[src/verilog/supervisor_pkg.sv]
// Shared constants and types for the operating-mode supervisor
package supervisor_pkg;
    localparam int          CLK_HZ         = 40_000_000;
    localparam int          WAKE_US        = 50;
    localparam int          WAKE_CYC       = (CLK_HZ / 1_000_000) * WAKE_US;
    localparam int          WDOG_MS        = 310;
    localparam int          WDOG_CYC       = (CLK_HZ / 1000) * WDOG_MS;
    localparam int          INACT_MS       = 250;
    localparam int          INACT_CYC      = (CLK_HZ / 1000) * INACT_MS;
    localparam int          CNT_W          = 24;
    localparam int          NUM_CH         = 2;
    localparam int          DUTY_W         = 8;
    localparam int          GCR_WDOG_DIS   = 4;
    localparam logic [7:0]  DUTY_RESET     = 8'h00;

    typedef enum logic [1:0] {
        MODE_SLEEP,
        MODE_NORMAL,
        MODE_FAILSAFE,
        MODE_FAULT
    } mode_t;

    // Per-channel protection flags
    typedef struct packed {
        logic overcurrent_fault;
        logic overtemp_fault;
        logic severe_short_fault;
    } chan_fault_t;

    // Per-channel control settings from the serial registers
    typedef struct packed {
        logic                   on_bit;
        logic                   pwm_enable;
        logic                   dir_override;
        logic                   ext_clock_sel;
        logic [DUTY_W-1:0]      duty;
    } chan_cfg_t;
endpackage : supervisor_pkg

[src/verilog/switch_mode_supervisor.sv]
// Operating-mode supervisor and channel target logic for a dual power switch
// Overview of operation
// - Exactly one of sleep, normal, fail-safe, fault; two channels independent.
// - Normal mode channel control: direct input, internal PWM or external clock.
// - Wake-up resets serial registers, enters normal; ready after 50 us.
// - Target on-state ORs override input, PWM-gated on bit, and plain on bit.
// - Duty value comes from low eight bits of pulse width register.
// - Direct input mode: channel follows its input pin.
// - Internal clock mode: internal prescaled PWM per channel.
// - External clock mode: PWM period taken from external clock.
// - Rising wake reset pin or direct input enters normal mode.
// - Input-active flag clears after 250 ms of no input activity.
// - Sleep when both input-active flags and wake reset pin are low.
// - Pin low in normal mode, or fail-safe: channels follow direct inputs only.
// - Mode decode from wake-up, fail-safe and fault terms.
// - Fault term ORs channel faults, undervoltage, enabled overvoltage.
// - Fail-safe on watchdog timeout or enabled logic supply loss.
// - Watchdog disable bit blocks timeout from entering fail-safe.
// - Watchdog runs with logic supply, disable clear, pin high.
// - Fault mode holds both channels off.
// - Normal mode flag is one in normal mode.
// - Status reports per-channel on/off and normal/fault state.
// - Watchdog samples first bit of every word; a change is activity.
`timescale 1ns/1ps
module switch_mode_supervisor #(
    parameter int WDOG_CYCLES  = supervisor_pkg::WDOG_CYC,
    parameter int INACT_CYCLES = supervisor_pkg::INACT_CYC
) (
    input  wire logic                                       mclk_in,
    input  wire logic                                       reset_n_in,
    input  wire logic                                       wake_reset_pin_in,
    input  wire logic [supervisor_pkg::NUM_CH-1:0]          direct_in,
    input  wire logic                                       ext_clock_in,
    input  wire logic                                       word_valid_in,
    input  wire logic                                       watchdog_toggle_bit_in,
    input  wire logic [7:0]                                 global_config_reg_in,
    input  wire supervisor_pkg::chan_cfg_t [supervisor_pkg::NUM_CH-1:0] chan_cfg_in,
    input  wire logic [7:0]                                 prescale_in,
    input  wire logic                                       logic_supply_ok_in,
    input  wire logic                                       supply_fail_enable_in,
    input  wire supervisor_pkg::chan_fault_t [supervisor_pkg::NUM_CH-1:0] chan_fault_in,
    input  wire logic                                       undervoltage_fault_in,
    input  wire logic                                       overvoltage_fault_in,
    input  wire logic                                       overvoltage_fault_enable_in,
    output logic [1:0]                                      mode_out,
    output logic                                            normal_mode_flag_out,
    output logic                                            failsafe_out_n_out,
    output logic                                            regs_clear_out,
    output logic                                            ready_out,
    output logic [supervisor_pkg::NUM_CH-1:0]               chan_on_out,
    output logic [supervisor_pkg::NUM_CH-1:0]               chan_fault_out
);
    localparam int NCH = supervisor_pkg::NUM_CH;

    // Timeout counters are CNT_W wide; larger counts would wrap before expiry
    if (WDOG_CYCLES < 2 || WDOG_CYCLES >= (1 << supervisor_pkg::CNT_W) ||
        INACT_CYCLES < 2 || INACT_CYCLES >= (1 << supervisor_pkg::CNT_W)) begin : g_bad_count
        $error("timeout counts out of counter range");
    end

    // Two-stage synchronisers for asynchronous pins
    logic [NCH+1:0] sync1;
    logic [NCH+1:0] sync2;
    logic [NCH+1:0] sync_prev;
    always_ff @(posedge mclk_in or negedge reset_n_in) begin
        if (!reset_n_in) begin
            sync1     <= '0;
            sync2     <= '0;
            sync_prev <= '0;
        end else begin
            sync1     <= {ext_clock_in, wake_reset_pin_in, direct_in};
            sync2     <= sync1;
            sync_prev <= sync2;
        end
    end

    logic [NCH-1:0] din;
    logic           pin_wake;
    logic           pin_rise;
    logic           ext_rise;
    assign din      = sync2[NCH-1:0];
    assign pin_wake = sync2[NCH];
    assign pin_rise = sync2[NCH] & ~sync_prev[NCH];
    assign ext_rise = sync2[NCH+1] & ~sync_prev[NCH+1];

    // Input-active flags with inactivity timeout, one per channel
    logic [NCH-1:0] in_active;
    logic [NCH-1:0] in_rise;
    genvar g;
    generate
        for (g = 0; g < NCH; g++) begin : g_inact
            logic [supervisor_pkg::CNT_W-1:0] idle_cnt;
            logic                             act;
            assign act        = din[g] ^ sync_prev[g];
            assign in_rise[g] = din[g] & ~sync_prev[g];
            always_ff @(posedge mclk_in or negedge reset_n_in) begin
                if (!reset_n_in) begin
                    idle_cnt     <= '0;
                    in_active[g] <= 1'b0;
                end else if (act || din[g]) begin
                    // A held-high input counts as ongoing activity
                    idle_cnt     <= '0;
                    in_active[g] <= in_active[g] | in_rise[g];
                end else if (idle_cnt >= supervisor_pkg::CNT_W'(INACT_CYCLES)) begin
                    in_active[g] <= 1'b0;
                end else begin
                    idle_cnt <= idle_cnt + 1'b1;
                end
            end
        end
    endgenerate

    logic wake_term;
    assign wake_term = pin_wake | (|in_active);

    // Watchdog on the first bit of every serial word
    logic                             wd_bit_prev;
    logic [supervisor_pkg::CNT_W-1:0] wd_cnt;
    logic                             wd_timeout;
    logic                             wd_run;
    logic                             watchdog_disable_bit;
    assign watchdog_disable_bit = global_config_reg_in[supervisor_pkg::GCR_WDOG_DIS];
    assign wd_run = logic_supply_ok_in & ~watchdog_disable_bit & pin_wake;
    always_ff @(posedge mclk_in or negedge reset_n_in) begin
        if (!reset_n_in) begin
            wd_bit_prev <= 1'b0;
            wd_cnt      <= '0;
            wd_timeout  <= 1'b0;
        end else if (pin_rise || !wd_run) begin
            wd_cnt     <= '0; // Restarted on each wake edge
            wd_timeout <= 1'b0;
            if (word_valid_in)
                wd_bit_prev <= watchdog_toggle_bit_in;
        end else if (word_valid_in && watchdog_toggle_bit_in != wd_bit_prev) begin
            wd_bit_prev <= watchdog_toggle_bit_in;
            wd_cnt      <= '0;
            // Leaving fail-safe needs the toggle bit at one
            if (watchdog_toggle_bit_in)
                wd_timeout <= 1'b0;
        end else if (wd_cnt >= supervisor_pkg::CNT_W'(WDOG_CYCLES)) begin
            wd_timeout <= 1'b1;
        end else begin
            wd_cnt <= wd_cnt + 1'b1;
        end
    end

    // Logic supply loss is only a failure after it has been seen present
    logic supply_seen;
    always_ff @(posedge mclk_in or negedge reset_n_in) begin
        if (!reset_n_in)
            supply_seen <= 1'b0;
        else if (logic_supply_ok_in)
            supply_seen <= 1'b1;
    end

    logic failsafe_term;
    logic fault_term;
    logic [NCH-1:0] ch_fault;
    always_comb begin
        for (int i = 0; i < NCH; i++)
            ch_fault[i] = |chan_fault_in[i];
        failsafe_term = (wd_timeout & ~watchdog_disable_bit) |
                        (supply_seen & ~logic_supply_ok_in & supply_fail_enable_in);
        fault_term    = (|ch_fault) | undervoltage_fault_in |
                        (overvoltage_fault_in & overvoltage_fault_enable_in);
    end

    // Mode decode
    supervisor_pkg::mode_t mode;
    supervisor_pkg::mode_t next_mode;
    always_comb begin
        if (!wake_term)
            next_mode = supervisor_pkg::MODE_SLEEP;
        else if (fault_term)
            next_mode = supervisor_pkg::MODE_FAULT;
        else if (failsafe_term)
            next_mode = supervisor_pkg::MODE_FAILSAFE;
        else
            next_mode = supervisor_pkg::MODE_NORMAL;
    end

    always_ff @(posedge mclk_in or negedge reset_n_in) begin
        if (!reset_n_in)
            mode <= supervisor_pkg::MODE_SLEEP;
        else
            mode <= next_mode;
    end

    // Wake detection: any exit from sleep; the input-active flags lag the pin edge
    // by a cycle, so an edge qualifier here would miss direct-input wakes
    logic                             wake_event;
    logic [supervisor_pkg::CNT_W-1:0] settle_cnt;
    assign wake_event = (mode == supervisor_pkg::MODE_SLEEP)
                        && (next_mode != supervisor_pkg::MODE_SLEEP);
    always_ff @(posedge mclk_in or negedge reset_n_in) begin
        if (!reset_n_in) begin
            regs_clear_out <= 1'b0;
            settle_cnt     <= '0;
            ready_out      <= 1'b0;
        end else begin
            regs_clear_out <= wake_event;
            if (next_mode == supervisor_pkg::MODE_SLEEP) begin
                settle_cnt <= '0;
                ready_out  <= 1'b0;
            end else if (wake_event) begin
                settle_cnt <= '0;
                ready_out  <= 1'b0;
            end else if (settle_cnt >= supervisor_pkg::CNT_W'(supervisor_pkg::WAKE_CYC)) begin
                ready_out <= 1'b1;
            end else begin
                settle_cnt <= settle_cnt + 1'b1;
            end
        end
    end

    // Internal PWM period tick from prescaler; external clock edges otherwise
    logic [7:0] pre_cnt;
    logic       int_tick;
    always_ff @(posedge mclk_in or negedge reset_n_in) begin
        if (!reset_n_in) begin
            pre_cnt  <= '0;
            int_tick <= 1'b0;
        end else begin
            int_tick <= (pre_cnt >= prescale_in);
            pre_cnt  <= (pre_cnt >= prescale_in) ? 8'h00 : pre_cnt + 8'h01;
        end
    end

    // Per-channel duty waveform and target state
    logic [NCH-1:0] next_on;
    generate
        for (g = 0; g < NCH; g++) begin : g_chan
            logic [supervisor_pkg::DUTY_W-1:0] phase;
            logic                              tick;
            logic                              duty_wave;
            assign tick      = chan_cfg_in[g].ext_clock_sel ? ext_rise : int_tick;
            assign duty_wave = phase < chan_cfg_in[g].duty;
            always_ff @(posedge mclk_in or negedge reset_n_in) begin
                if (!reset_n_in)
                    phase <= supervisor_pkg::DUTY_RESET;
                else if (tick)
                    phase <= phase + 1'b1;
            end
            // Decoded from the next mode so channel state and mode output move together
            always_comb begin
                unique case (next_mode)
                    supervisor_pkg::MODE_NORMAL:
                        next_on[g] = (din[g] & chan_cfg_in[g].dir_override) |
                                     (chan_cfg_in[g].on_bit & duty_wave & chan_cfg_in[g].pwm_enable) |
                                     (chan_cfg_in[g].on_bit & ~chan_cfg_in[g].pwm_enable);
                    supervisor_pkg::MODE_FAILSAFE:
                        next_on[g] = din[g];
                    supervisor_pkg::MODE_FAULT:
                        next_on[g] = 1'b0;
                    supervisor_pkg::MODE_SLEEP:
                        next_on[g] = 1'b0;
                endcase
                // Wake pin low: direct inputs alone steer the channel
                if (next_mode == supervisor_pkg::MODE_NORMAL && !pin_wake)
                    next_on[g] = din[g];
            end
        end
    endgenerate

    // Registered outputs
    always_ff @(posedge mclk_in or negedge reset_n_in) begin
        if (!reset_n_in) begin
            mode_out             <= 2'h0;
            normal_mode_flag_out <= 1'b0;
            failsafe_out_n_out   <= 1'b1;
            chan_on_out          <= '0;
            chan_fault_out       <= '0;
        end else begin
            mode_out             <= next_mode;
            normal_mode_flag_out <= (next_mode == supervisor_pkg::MODE_NORMAL);
            failsafe_out_n_out   <= ~failsafe_term;
            chan_on_out          <= next_on;
            chan_fault_out       <= ch_fault;
        end
    end

    fault_off_a: assert property (@(posedge mclk_in) disable iff (!reset_n_in)
        mode == supervisor_pkg::MODE_FAULT |-> chan_on_out == '0)
        else $error("channel on during fault mode");
    normal_flag_a: assert property (@(posedge mclk_in) disable iff (!reset_n_in)
        normal_mode_flag_out == (mode == supervisor_pkg::MODE_NORMAL))
        else $error("normal flag mismatch");
    sleep_decode_a: assert property (@(posedge mclk_in) disable iff (!reset_n_in)
        !pin_wake && in_active == '0 |=> mode == supervisor_pkg::MODE_SLEEP)
        else $error("no sleep with wake term low");
    wd_disable_a: assert property (@(posedge mclk_in) disable iff (!reset_n_in)
        watchdog_disable_bit && logic_supply_ok_in |=> mode != supervisor_pkg::MODE_FAILSAFE)
        else $error("fail-safe despite watchdog disabled");
    fault_decode_a: assert property (@(posedge mclk_in) disable iff (!reset_n_in)
        wake_term && undervoltage_fault_in |=> mode == supervisor_pkg::MODE_FAULT)
        else $error("undervoltage not fault");
    wake_clear_a: assert property (@(posedge mclk_in) disable iff (!reset_n_in)
        wake_event |=> regs_clear_out && !ready_out)
        else $error("wake did not clear registers");
    failsafe_follow_a: assert property (@(posedge mclk_in) disable iff (!reset_n_in)
        mode == supervisor_pkg::MODE_FAILSAFE |-> chan_on_out == $past(din))
        else $error("fail-safe channel not following input");
    sync_delay_a: assert property (@(posedge mclk_in) disable iff (!reset_n_in)
        $rose(wake_reset_pin_in) ##1 wake_reset_pin_in |=> pin_wake)
        else $error("wake pin synchroniser latency");
endmodule : switch_mode_supervisor
[config.mk]
export PLATFORM = sky130hd
export DESIGN_NAME = switch_mode_supervisor
export DESIGN_NICKNAME = d
export VERILOG_FILES = /design/src/verilog/supervisor_pkg.sv /design/src/verilog/switch_mode_supervisor.sv
export SDC_FILE = /design/constraint.sdc
export NUM_CORES = 1
export LEC_CHECK = 0
export BUFFER_PORTS_ARGS = -buffer_cell sky130_fd_sc_hd__buf_2
export CAP_MARGIN = 20
export CORE_MARGIN = 4
export CORE_UTILIZATION = 50
export DETAILED_ROUTE_END_ITERATION = 10
export GPL_ROUTABILITY_DRIVEN = 0
export PLACE_DENSITY_LB_ADDON = 0.1
export SLEW_MARGIN = 5
export SYNTH_ARGS = -nofsm -noshare
export SYNTH_HDL_FRONTEND = slang
export SYNTH_SLANG_ARGS = --single-unit
[constraint.sdc]
create_clock -name mclk_in -period 5.7 [get_ports mclk_in]
set_input_delay 1.14 -clock mclk_in [delete_from_list [all_inputs] [get_ports mclk_in]]
set_output_delay 1.14 -clock mclk_in [all_outputs]
set_load 0.02 [all_outputs]
==> results.yml <==
setup_path:
  path_delay_family: "compound AO/OA/AOI/OAI gates"
  ff2ff_setup_slack_ns: 3.39
  worst_setup_path_start_kind: "primary input"
  crit_chain: "buf_2 > or3_1 > a2111oi_0 > nand2_1 > a21oi_1"
  max_stage_delay_ns: 0.78
  cp.depth: 5
  critPathArrivalTime_ns: 2.88
  worstSetupEndpointType: "flip-flop"
  critical_path_class: "primary input to flip-flop"
  reg2reg_from: "g_inact[0].idle_cnt[21]$_DFFE_PN0P_"
  crit_start: "chan_fault_in[3]"
  reg2reg_depth: 5
  cp_slowest_cell: "a2111oi_0"
  worst_r2r_endpoint: "g_inact[0].idle_cnt[7]$_DFFE_PN0P_"
  worst-path-buf-inv: 1
  worstPathRequired_ns: 6.04
  crit_path_end: "chan_on_out[1]$_DFF_PN0_"
  critPathMaxFanout: 3
timing:
  period_share: 0.446
  tns_ns: 0
  final_hold_viol_count: 0
  whs_ns: 0.348
  rsz0062_at_grt: "false"
  slew-limit-headroom: 0.345
  worst_pin_slew_ns: 0.982
  timing.final.ws_setup_ns: 3.16
  max_freq_mhz: 394
  setup_violations: 0
  fin_skew_ns: 0.00899
  fin_crit_ns: 2.54
  maxSlewViolCount: 0
cells_and_area:
  final_area_um2: 8720
  fin_util: 0.591
  final_cell_count_no_fill: 1047
  layout-drive-gt1-share: 0.130
  area_delta_synth_final_pct: 14.2
  nNetsFinal: 942
  nFillCells: 1263
  diodes: 0
logic_synthesis:
  ys_top_cells_by_area: "dfrtp_1, ha_1, a21oi_1, o21ai_0, or3_1"
  yosysTopAreaCellShare: 0.481
  syn_avg_cell_area_um2: 9.63
  synth_xor_area_frac: 0.0378
  synth_compound_area_frac: 0.148
  async_reset_ff_frac: 1.00
  synthAdderAreaFrac: 0.0540
  synth_area_um2: 7640
  yosys_most_used_dff: "dfrtp_1"
  netlist_instances: 793
  synth.most_common_cell: "dfrtp_1"
  synthTopCellsByCount: "dfrtp_1, a21oi_1, nand2_1, o21ai_0, nand3_1"
  syn_nets: 885
  synth_mux_area_frac: 0.0134
  synth_seq_cells: 148
  yosysSeqAreaShare: 0.485
  synth_simple_gate_area_frac: 0.225
  synth_area_leader_cell: "dfrtp_1"
  yosys_warnings: 0
  ys_types: 58
  synth_top_family_by_area: "simple AND/OR/NAND/NOR gates"
  synth_edf_count: 0
route:
  maxUsedRoutingLayer: "met5"
  wl_per_cell_um: 15.7
  wl_met1_mm: 7.60
  num_vias: 6160
  dr_wl_met3_um: 804
  routed-wl-met2_mm: 7.74
  drt-total-wl_mm: 16.4
  vias_per_cell: 5.88
  drtPass1Iterations: 6
  drc: 0
  drt_iter0_markers: 457
  postRouteAntennaNets: 0
global_route:
  grt_overflow: 0
  grt_pass1_wl_mm: 28.8
  track_usage: 0.197
  grt_max_degree: 105
  antenna_found_initial: 2
  first_global_vias: 6190
clocking:
  cts_root_buffer: "clkbuf_16"
  cts_resized: 0
  postCtsHoldBufs: 0
  cts_tree: "yes"
  clkLatencyLatePin_ns: 0.43
  cts.sinks: 148
  cts_buffer_depth: 2
  cts_buffers: 17
  post_cts_buffers: 0
  cts.clk_slew.worst_paths_ns: 0.06
  h-tree-depth: 4
power_and_ir_drop:
  fin_total_pwr_mw: 2.78
  leakagePower_nw: 3.80
  power_density_nw_per_um2: 318
  ir_drop_mv: 0.218
floorplanning:
  die_w_um: 132
  start_util: 0.518
  die_height_um: 132
  core_area_um2: 14800
  num_rows: 44
  die_area_um2: 17300
  boundaryPins: 69
job:
  maxCapViolations: 0
placed_design:
  dp_hpwl_mm: 11.0
  dp_cells: 1014
  portBuffers: 61
  placed_area_um2: 8080
  pre_cts_slack_ns: 2.72
worst_hold_path:
  hold_class: "flip-flop to flip-flop"
run_status:
  status: "finished, final reports clean"
==> worst min path at each step <==
| stage | slack (ns) | cells after the start | endpoint | startpoint |
|---|---|---|---|---|
| 3_5_place_dp | 0.33 | 0 | sync2[2]$_DFF_PN0_ | sync1[2]$_DFF_PN0_ |
| 5_1_grt | 0.36 | 0 | sync2[1]$_DFF_PN0_ | sync1[1]$_DFF_PN0_ |
| 3_3_place_gp | 0.33 | 0 | sync2[0]$_DFF_PN0_ | sync1[0]$_DFF_PN0_ |
| 4_1_cts | 0.35 | 0 | sync2[2]$_DFF_PN0_ | sync1[2]$_DFF_PN0_ |
| 2_1_floorplan | 0.33 | 0 | sync2[0]$_DFF_PN0_ | sync1[0]$_DFF_PN0_ |
| 6_report | 0.35 | 0 | sync2[2]$_DFF_PN0_ | sync1[2]$_DFF_PN0_ |
==> registers in the layout (all words and copies together) (netlist names), 2 cells and up, named ones only <==
name              cells
chan_fault_out        2
sync_prev             4
wd_cnt               24
settle_cnt           24
g_inact.idle_cnt     48
sync1                 4
pre_cnt               8
chan_on_out           2
mode_out              2
sync2                 4
g_chan.phase         16
==> report_power, final <==
| part | internal [mW] | switching, mW | total, mW |
|---|---|---|---|
| sequential | 1.14 | 0.110 | 1.25 |
| combinational | 0.174 | 0.187 | 0.360 |
| clock | 0.704 | 0.461 | 1.17 |
==> placed cells by master, fill, tap and decap left out, types with 13 or more instances in the layout <==
master and n:
dfrtp_1 147, a21oi_1 66, nand2_1 63, buf_2 60
o21ai_0 55, nand3_1 47, or3_1 44, inv_1 43
nor2_1 38, ha_1 33, xnor2_1 25, nand4_1 22
and3_1 18, and2_1 18, or4_1 18, clkbuf_16 17
a211oi_1 14, o31ai_1 13
==> cells by family (layout without fill, tap and decap cells) <==
kind of cell               after synthesis  after routing
AOI/OAI and AO/OA                      186            186
buffers and inverters                   69            139
adders and majority gates               33             33
and+or+nand+nor                        314            314
xor gates and xnor gates                33             33
muxes                                   10             10
DFF                                    148            148
==> routing by layer <==
layer,GRT usage,vias up
met3,0.0558,24
met1,0.255,2970
met4,0.0671,4
met2,0.319,142
li1,-,3020
met5,0,-
==> area by class of cell <==
type / count / area [um^2] / area share
Sequential cell: 148 / 3700 / 0.425
Multi-Input combinational cell: 576 / 3650 / 0.419
Clock buffer: 18 / 439 / 0.0504
Timing Repair Buffer: 64 / 354 / 0.0406
Tap cell: 184 / 230 / 0.0264
Clock inverter: 14 / 179 / 0.0205
Inverter: 43 / 161 / 0.0185
==> worst reg2reg max path, delay by kind of cell (launching register included) <==
kind	cells	cell delay [ns]
DFF	1	0.44
and+or+nand+nor	3	1.05
AOI/OAI and AO/OA	2	0.76
Power figures use the tool's default switching activity.
